`config.mk`:
```
export PLATFORM = sky130hd
export DESIGN_NAME = frame_sequencer
export DESIGN_NICKNAME = d
export VERILOG_FILES = /design/src/frame_seq_pkg.sv /design/src/frame_sequencer.sv /design/src/stack_access.sv
export SDC_FILE = /design/constraint.sdc
export NUM_CORES = 1
export LEC_CHECK = 0
export BUFFER_PORTS_ARGS = -buffer_cell sky130_fd_sc_hd__buf_2
export CAP_MARGIN = 25
export CELL_PAD_IN_SITES_DETAIL_PLACEMENT = 0
export CELL_PAD_IN_SITES_GLOBAL_PLACEMENT = 2
export CORE_ASPECT_RATIO = 0.8
export CORE_MARGIN = 1
export CORE_UTILIZATION = 30
export CTS_BUF_LIST = sky130_fd_sc_hd__clkbuf_4 sky130_fd_sc_hd__clkbuf_8
export CTS_CLUSTER_SIZE = 40
export DETAILED_ROUTE_END_ITERATION = 10
export PLACE_DENSITY = 0.86
export SLEW_MARGIN = 20
export SYNTH_ARGS = -nofsm -noshare
export SYNTH_HDL_FRONTEND = slang
export SYNTH_SLANG_ARGS = --single-unit
```
`constraint.sdc`:
```
create_clock -name clk_i -period 2.7 [get_ports clk_i]
set_input_delay 0.405 -clock clk_i [delete_from_list [all_inputs] [get_ports clk_i]]
set_output_delay 0.405 -clock clk_i [all_outputs]
set_load 0.05 [all_outputs]
```
`src/frame_seq_pkg.sv`:
```
package frame_seq_pkg;
	localparam int DATA_W = 32;
	localparam int LEVEL_W = 5;
	localparam int STORAGE_W = 16;
	localparam logic [DATA_W-1:0] DWORD_BYTES = 32'h0000_0004;
	localparam logic [DATA_W-1:0] FRAME_BASE_RESET = 32'h0000_0000;
	localparam logic [DATA_W-1:0] STACK_TOP_RESET = 32'h0000_0000;
	localparam logic [LEVEL_W-1:0] LEVEL_ONE = 5'h01;
	localparam logic [LEVEL_W-1:0] LEVEL_ZERO = 5'h00;
	typedef enum logic [7:0] {
		ST_IDLE = 8'h01,
		ST_PUSH_BASE = 8'h02,
		ST_READ_DISP = 8'h04,
		ST_PUSH_DISP = 8'h08,
		ST_PUSH_FRAME = 8'h10,
		ST_ALLOC = 8'h20,
		ST_REL_COPY = 8'h40,
		ST_REL_POP = 8'h80
	} seq_state_type;
	typedef enum logic [2:0] {
		ACC_IDLE = 3'h1,
		ACC_BUSY = 3'h2,
		ACC_DONE = 3'h4
	} acc_state_type;
endpackage

```
`src/frame_sequencer.sv`:
```
`timescale 1ns/1ns
`default_nettype none
module frame_sequencer
	import frame_seq_pkg::*;
(
	input wire logic clk_i, // Core clock, 100 MHz.
	input wire logic rst_i, // Synchronous reset, active high.
	input wire logic create_i, // Start frame create, taken when idle.
	input wire logic [STORAGE_W-1:0] storage_i, // Dynamic storage in bytes.
	input wire logic [LEVEL_W-1:0] level_i, // Lexical nesting level.
	input wire logic release_i, // Start frame release, taken when idle.
	input wire logic load_i, // Load both pointer registers, taken when idle.
	input wire logic [DATA_W-1:0] load_frame_base_i, // Value for the frame base.
	input wire logic [DATA_W-1:0] load_stack_top_i, // Value for the stack top.
	output logic busy_o, // High while an operation runs.
	output logic done_o, // One-cycle pulse at operation end.
	output logic [DATA_W-1:0] frame_base_o, // Frame base register.
	output logic [DATA_W-1:0] stack_top_o, // Stack top register.
	output logic mem_req_o, // Stack memory request.
	output logic mem_we_o, // Stack memory write enable.
	output logic [DATA_W-1:0] mem_addr_o, // Stack memory byte address.
	output logic [DATA_W-1:0] mem_wdata_o, // Stack memory write data.
	input wire logic mem_ack_i, // Stack memory acknowledge.
	input wire logic [DATA_W-1:0] mem_rdata_i // Stack memory read data.
);
	seq_state_type state_reg, state_next;
	logic [DATA_W-1:0] frame_base_reg, frame_base_next, stack_top_reg, stack_top_next;
	logic [DATA_W-1:0] frame_ptr_reg, frame_ptr_next, copy_reg, copy_next;
	logic [STORAGE_W-1:0] storage_reg, storage_next;
	logic [LEVEL_W-1:0] level_reg, level_next, count_reg, count_next;
	logic done_reg, done_next;
	logic acc_req, acc_write, acc_done;
	logic [DATA_W-1:0] acc_addr, acc_wdata, acc_rdata;

	////////////////////////////////////////////////////////////////////////////
	stack_access u_access (
		.clk_i(clk_i),
		.rst_i(rst_i),
		.req_i(acc_req),
		.write_i(acc_write),
		.addr_i(acc_addr),
		.wdata_i(acc_wdata),
		.done_o(acc_done),
		.rdata_o(acc_rdata),
		.mem_req_o(mem_req_o),
		.mem_we_o(mem_we_o),
		.mem_addr_o(mem_addr_o),
		.mem_wdata_o(mem_wdata_o),
		.mem_ack_i(mem_ack_i),
		.mem_rdata_i(mem_rdata_i)
	);

	////////////////////////////////////////////////////////////////////////////
	// Access request for the current state; pushes address one doubleword below the top.
	always_comb begin
		acc_req = 1'b0;
		acc_write = 1'b1;
		acc_addr = stack_top_reg - DWORD_BYTES;
		acc_wdata = frame_base_reg;
		unique case (state_reg)
			ST_PUSH_BASE: begin
				acc_req = 1'b1;
			end
			ST_READ_DISP: begin
				acc_req = 1'b1;
				acc_write = 1'b0;
				acc_addr = frame_base_reg - DWORD_BYTES;
			end
			ST_PUSH_DISP: begin
				acc_req = 1'b1;
				acc_wdata = copy_reg;
			end
			ST_PUSH_FRAME: begin
				acc_req = 1'b1;
				acc_wdata = frame_ptr_reg;
			end
			ST_REL_POP: begin
				acc_req = 1'b1;
				acc_write = 1'b0;
				acc_addr = stack_top_reg;
			end
			default: begin
				acc_req = 1'b0;
			end
		endcase
	end

	////////////////////////////////////////////////////////////////////////////
	always_comb begin
		state_next = state_reg;
		frame_base_next = frame_base_reg;
		stack_top_next = stack_top_reg;
		frame_ptr_next = frame_ptr_reg;
		copy_next = copy_reg;
		storage_next = storage_reg;
		level_next = level_reg;
		count_next = count_reg;
		done_next = 1'b0;
		unique case (state_reg)
			ST_IDLE: begin
				if (create_i) begin
					storage_next = storage_i;
					level_next = level_i;
					state_next = ST_PUSH_BASE;
				end else if (release_i) begin
					state_next = ST_REL_COPY;
				end else if (load_i) begin
					frame_base_next = load_frame_base_i;
					stack_top_next = load_stack_top_i;
				end
			end
			ST_PUSH_BASE: begin
				if (acc_done) begin
					stack_top_next = stack_top_reg - DWORD_BYTES;
					frame_ptr_next = stack_top_reg - DWORD_BYTES;
					count_next = level_reg - LEVEL_ONE;
					if (level_reg == LEVEL_ZERO) begin
						state_next = ST_ALLOC;
					end else if (level_reg == LEVEL_ONE) begin
						state_next = ST_PUSH_FRAME;
					end else begin
						state_next = ST_READ_DISP;
					end
				end
			end
			ST_READ_DISP: begin
				if (acc_done) begin
					frame_base_next = frame_base_reg - DWORD_BYTES;
					copy_next = acc_rdata;
					state_next = ST_PUSH_DISP;
				end
			end
			ST_PUSH_DISP: begin
				if (acc_done) begin
					stack_top_next = stack_top_reg - DWORD_BYTES;
					count_next = count_reg - LEVEL_ONE;
					// Only level minus one caller entries are copied, so a same-level or
					// re-entrant callee never sees the caller's own frame pointer.
					if (count_reg == LEVEL_ONE) begin
						state_next = ST_PUSH_FRAME;
					end else begin
						state_next = ST_READ_DISP;
					end
				end
			end
			ST_PUSH_FRAME: begin
				if (acc_done) begin
					stack_top_next = stack_top_reg - DWORD_BYTES;
					state_next = ST_ALLOC;
				end
			end
			ST_ALLOC: begin
				frame_base_next = frame_ptr_reg;
				stack_top_next = stack_top_reg - {{(DATA_W-STORAGE_W){1'b0}}, storage_reg};
				done_next = 1'b1;
				state_next = ST_IDLE;
			end
			ST_REL_COPY: begin
				stack_top_next = frame_base_reg;
				state_next = ST_REL_POP;
			end
			ST_REL_POP: begin
				if (acc_done) begin
					frame_base_next = acc_rdata;
					stack_top_next = stack_top_reg + DWORD_BYTES;
					done_next = 1'b1;
					state_next = ST_IDLE;
				end
			end
			default: begin
				state_next = ST_IDLE;
			end
		endcase
	end

	always_ff @(posedge clk_i) begin
		if (rst_i) begin
			state_reg <= ST_IDLE;
			frame_base_reg <= FRAME_BASE_RESET;
			stack_top_reg <= STACK_TOP_RESET;
			frame_ptr_reg <= '0;
			copy_reg <= '0;
			storage_reg <= '0;
			level_reg <= '0;
			count_reg <= '0;
			done_reg <= 1'b0;
		end else begin
			state_reg <= state_next;
			frame_base_reg <= frame_base_next;
			stack_top_reg <= stack_top_next;
			frame_ptr_reg <= frame_ptr_next;
			copy_reg <= copy_next;
			storage_reg <= storage_next;
			level_reg <= level_next;
			count_reg <= count_next;
			done_reg <= done_next;
		end
	end

	assign busy_o = (state_reg != ST_IDLE);
	assign done_o = done_reg;
	assign frame_base_o = frame_base_reg;
	assign stack_top_o = stack_top_reg;
endmodule
`default_nettype wire

```
`src/stack_access.sv`:
```
`timescale 1ns/1ns
`default_nettype none
module stack_access
	import frame_seq_pkg::*;
(
	input wire logic clk_i, // Core clock.
	input wire logic rst_i, // Synchronous reset.
	input wire logic req_i, // Access wanted while high.
	input wire logic write_i, // High for a push, low for a read.
	input wire logic [DATA_W-1:0] addr_i, // Byte address of the doubleword.
	input wire logic [DATA_W-1:0] wdata_i, // Doubleword to write.
	output logic done_o, // One-cycle pulse when the access is over.
	output logic [DATA_W-1:0] rdata_o, // Doubleword read.
	output logic mem_req_o, // Memory request, held until acknowledged.
	output logic mem_we_o, // Memory write enable.
	output logic [DATA_W-1:0] mem_addr_o, // Memory byte address.
	output logic [DATA_W-1:0] mem_wdata_o, // Memory write data.
	input wire logic mem_ack_i, // Memory acknowledge pulse.
	input wire logic [DATA_W-1:0] mem_rdata_i // Memory read data, valid with acknowledge.
);
	acc_state_type state_reg, state_next;
	logic [DATA_W-1:0] addr_reg, addr_next, wdata_reg, wdata_next, rdata_reg, rdata_next;
	logic we_reg, we_next;

	always_comb begin
		state_next = state_reg;
		addr_next = addr_reg;
		wdata_next = wdata_reg;
		rdata_next = rdata_reg;
		we_next = we_reg;
		unique case (state_reg)
			ACC_IDLE: begin
				if (req_i) begin
					state_next = ACC_BUSY;
					addr_next = addr_i;
					wdata_next = wdata_i;
					we_next = write_i;
				end
			end
			ACC_BUSY: begin
				if (mem_ack_i) begin
					state_next = ACC_DONE;
					rdata_next = mem_rdata_i;
				end
			end
			ACC_DONE: begin
				state_next = ACC_IDLE;
			end
			default: begin
				state_next = ACC_IDLE;
			end
		endcase
	end

	always_ff @(posedge clk_i) begin
		if (rst_i) begin
			state_reg <= ACC_IDLE;
			addr_reg <= '0;
			wdata_reg <= '0;
			rdata_reg <= '0;
			we_reg <= 1'b0;
		end else begin
			state_reg <= state_next;
			addr_reg <= addr_next;
			wdata_reg <= wdata_next;
			rdata_reg <= rdata_next;
			we_reg <= we_next;
		end
	end

	assign done_o = (state_reg == ACC_DONE);
	assign rdata_o = rdata_reg;
	assign mem_req_o = (state_reg == ACC_BUSY);
	assign mem_we_o = we_reg;
	assign mem_addr_o = addr_reg;
	assign mem_wdata_o = wdata_reg;
endmodule
`default_nettype wire

```
==> reports/qor.csv <==
stage;metric;value;unit
floorplanning;row count;72;
power;switching share of power;45.2;%
routing;remaining antenna violation count after routing;0;
worst_setup_path;Critical-path top delay cell;or4_4;
floorplanning;die width;250;um
routing;final routed DRC violation total;0;
floorplanning;initial core utilization;30.5;%
yosys;syn nets;2126;
clock_tree;Longest Clk Path Bufs;3;
worst_setup_path;most used cell, CP;or4_4;
worst_setup_path;critical path class;reg -> reg;
min_path;Worst Hold Class;in -> reg;
global_routing;total gr overflow;0;
yosys;asr flop ratio synth;0;%
yosys;complex-gate fraction of the synthesized area;27.8;%
floorplanning;Top Ports;255;
clock_tree;CTS Sinks;263;
worst_setup_path;cell chain of the critical path;or4_4, nor4b_4, nand3_2, or4_4, xnor2_1, a221oi_1, nor3_1;
floorplanning;Die Ht;201;um
finish;Final nets;2489;
global_routing;first-pass GRT wire length;98700;um
finish;fin cells;3008;
yosys;mux share of post-synthesis cell area;0.279;%
yosys;adder-cell share of the synthesized area;2.08;%
worst_setup_path;CP required;3.20;ns
yosys;Mapped Cells;1979;
timing;Final setup viols;0;
yosys;Ys Warns;0;
timing;WHS;0.0401;ns
yosys;post-synthesis sequential area ratio;35.6;%
timing;relative slew slack;49.9;%
placement;pre-CTS setup slack;-0.0845;ns
yosys;Simple-Gate Fraction of Synth Area;23.2;%
placement;DP HPWL;48700;um
worst_setup_path;CP endpoint kind;flop;
timing;Worst Tran Pin Value;0.750;ns
yosys;synth top area cells;dfxtp_1 (36%), nand2_1 (7.6%), a21oi_1 (7.6%);
placement;IO buf count;254;
routing;Initial DRT Pass Iterations;8;
timing;Clock Skew;0.0223;ns
clock_tree;TritonCTS Buffers;48;
yosys;Avg Inst Size Synth;7.48;um2
routing;via count;16674;
power;sequential power share;25.5;%
worst_setup_path;slowest stage delay, CP;0.55;ns
global_routing;initial antenna violation count;2;
yosys;xor and xnor area share after synthesis;5.09;%
yosys;largest family of logic cells by synthesized area;compound AO/OA/AOI/OAI gates;
power;Int Pwr;10.3;mW
run;Max-Cap Viols;0;
floorplanning;Core ar.;48600;um2
power;Comb pwr share;51.2;%
floorplanning;die area;50200;um2
timing;Max Freq;386;MHz
global_routing;number of global-route vias before repair;16005;
yosys;area leader, netlist;dfxtp_1;
finish;most frequent cells in the layout;nand2_1 (300), buf_2 (253), dfxtp_1 (248);
clock_tree;CTS clk-pin slew, worst paths;0.07;ns
power;leakage;7.76;nW
finish;Ant. Diodes;0;
placement;Post-Place Cells;2873;
clock_tree;root buffer cell;clkbuf_8;
global_routing;largest net degree at the start of global routing;89;
timing;fin crit period;2.59;ns
timing;Hold Vio Cnt, Final;0;
power;Clock power frac;23.3;%
yosys;Post-synth EDFFs;0;
finish;Layout area overhead;32.0;%
routing;final wirelength;66300;um
clock_tree;CTS tree;yes;
routing;drt wl/cell;22.0;um
timing;period utilization;96.1;%
clock_tree;Worst-Skew Late Latency;0.64;ns
global_routing;gr usage total;25.5;%
status;status;complete, no violations;
yosys;Synth Register Bits;263;
power;Net Sw Power;8.51;mW
power;Max VDD drop;596;uV
placement;Routability Congestion;0.897;
worst_setup_path;Worst EP arrival;3.09;ns
finish;layout cells sized above 1;25.3;%
yosys;Main synth FF type;dfxtp_1;
yosys;Synth cell types;76;
finish;fin util;40.2;%
routing;drt initial violations;1528;
clock_tree;htree depth;2;
power;pwr dens;962;nW/um2
finish;fillcell total;5087;
worst_setup_path;Worst Setup Start Kind;flop;
routing;drt via density;5.54;
worst_setup_path;CP Max Fanout;6;
yosys;Cell Area, Synth;14800;um2
finish;commonest non-fill, non-tap cell in the layout;nand2_1;
yosys;Synth top area share;35.6;%
timing;fin. max-slew vios;0;
timing;setup ws final;0.106;ns
==> power by group through the flow <==
stage / Combinational [mW] / Clock (mW) / Sequential [mW]
2_1_floorplan: 4.54 / 0 / 5.96
3_3_place_gp: 9.29 / 0 / 4.86
3_5_place_dp: 9.31 / 0 / 4.87
4_1_cts: 9.44 / 4.47 / 4.79
5_1_grt: 10.3 / 4.65 / 4.84
6_report: 9.62 / 4.38 / 4.80
==> area by class of cell <==
| type | instances | area, um2 | share of cell area [%] |
|---|---|---|---|
| Clock buffer | 68 | 867 | 4.44 |
| Timing Repair Buffer | 495 | 3400 | 17.4 |
| Multi-Input combinational cell | 1496 | 8850 | 45.3 |
| Tap cell | 629 | 787 | 4.03 |
| Sequential cell | 263 | 5280 | 27.0 |
| Inverter | 38 | 143 | 0.730 |
| Clock inverter | 19 | 210 | 1.08 |
==> cells in the mapped netlist, types with 16 or more instances <==
master,number
inv_1,38
xor2_1,41
buf_2,18
a22oi_1,46
nor2_1,233
and3_1,16
a311oi_1,24
clkbuf_1,153
a21oi_1,224
a221oi_1,36
a211oi_1,76
nand3_1,34
a222oi_1,23
o21ai_0,80
dfxtp_1,263
xnor2_1,45
nor3_1,59
ha_1,23
nand2_1,300
==> kinds of logic (layout without fill, tap and decap cells) <==
logic type,after synthesis,count (layout)
mux,4,4
compound gates,624,624
buf+inv,220,620
xor+xnor,86,86
simple gates,758,758
fa+ha+maj,24,24
flops,263,263
==> worst paths after layout <==
path,end,start,slack [ns],depth (start not counted)
setup / recovery,u_access.mem_addr_o[22]$_SDFFE_PP0P_,frame_base_o[10]$_SDFFE_PP0P_,0.11,7
hold / removal,storage_reg[3]$_SDFFE_PP0P_,storage_i[3],0.04,3
setup reg to reg,u_access.mem_addr_o[22]$_SDFFE_PP0P_,frame_base_o[10]$_SDFFE_PP0P_,0.11,7
hold reg to reg,copy_reg[16]$_SDFFE_PP0P_,copy_reg[16]$_SDFFE_PP0P_,0.45,2
==> layer usage <==
metal / vias up / GRT usage (%) / share of wire (%)
met3: 123 / 3.63 / 6.2
met1: 8069 / 34.3 / 44
met5: - / 0 / 0.012
met4: 2 / 8.28 / 2.8
met2: 618 / 41.8 / 47
li1: 7862 / - / -
==> worst max-delay path: cells and delay by family, from the launching register on <==
kind	cells	cell delay [ns]
simple gates	5	1.67
xor+xnor	1	0.16
compound gates	1	0.30
flops	1	0.32
==> metrics by stage <==
stage | power (mW) | setup TNS, ns | instance area, um2
2_1_floorplan | 10.5 | 0 | 14900
4_1_cts | 18.7 | 0 | 19400
6_report | 18.8 | 0 | 19500
3_3_place_gp | 14.2 | -0.0345 | 17900
3_5_place_dp | 14.2 | -0.0874 | 17900
5_1_grt | 19.8 | -0.0337 | 19500
==> repair_timing <==
action | in CTS | in global routing
hold buffers | 43 | 0
pin swaps | 2 | 12
setup buffers | 0 | 5
gates resized for setup | 2 | 20
hold endpoints to repair | 43 | 0
setup endpoints to repair | 5 | 54
Note: power is estimated with default switching activity, not from simulation.
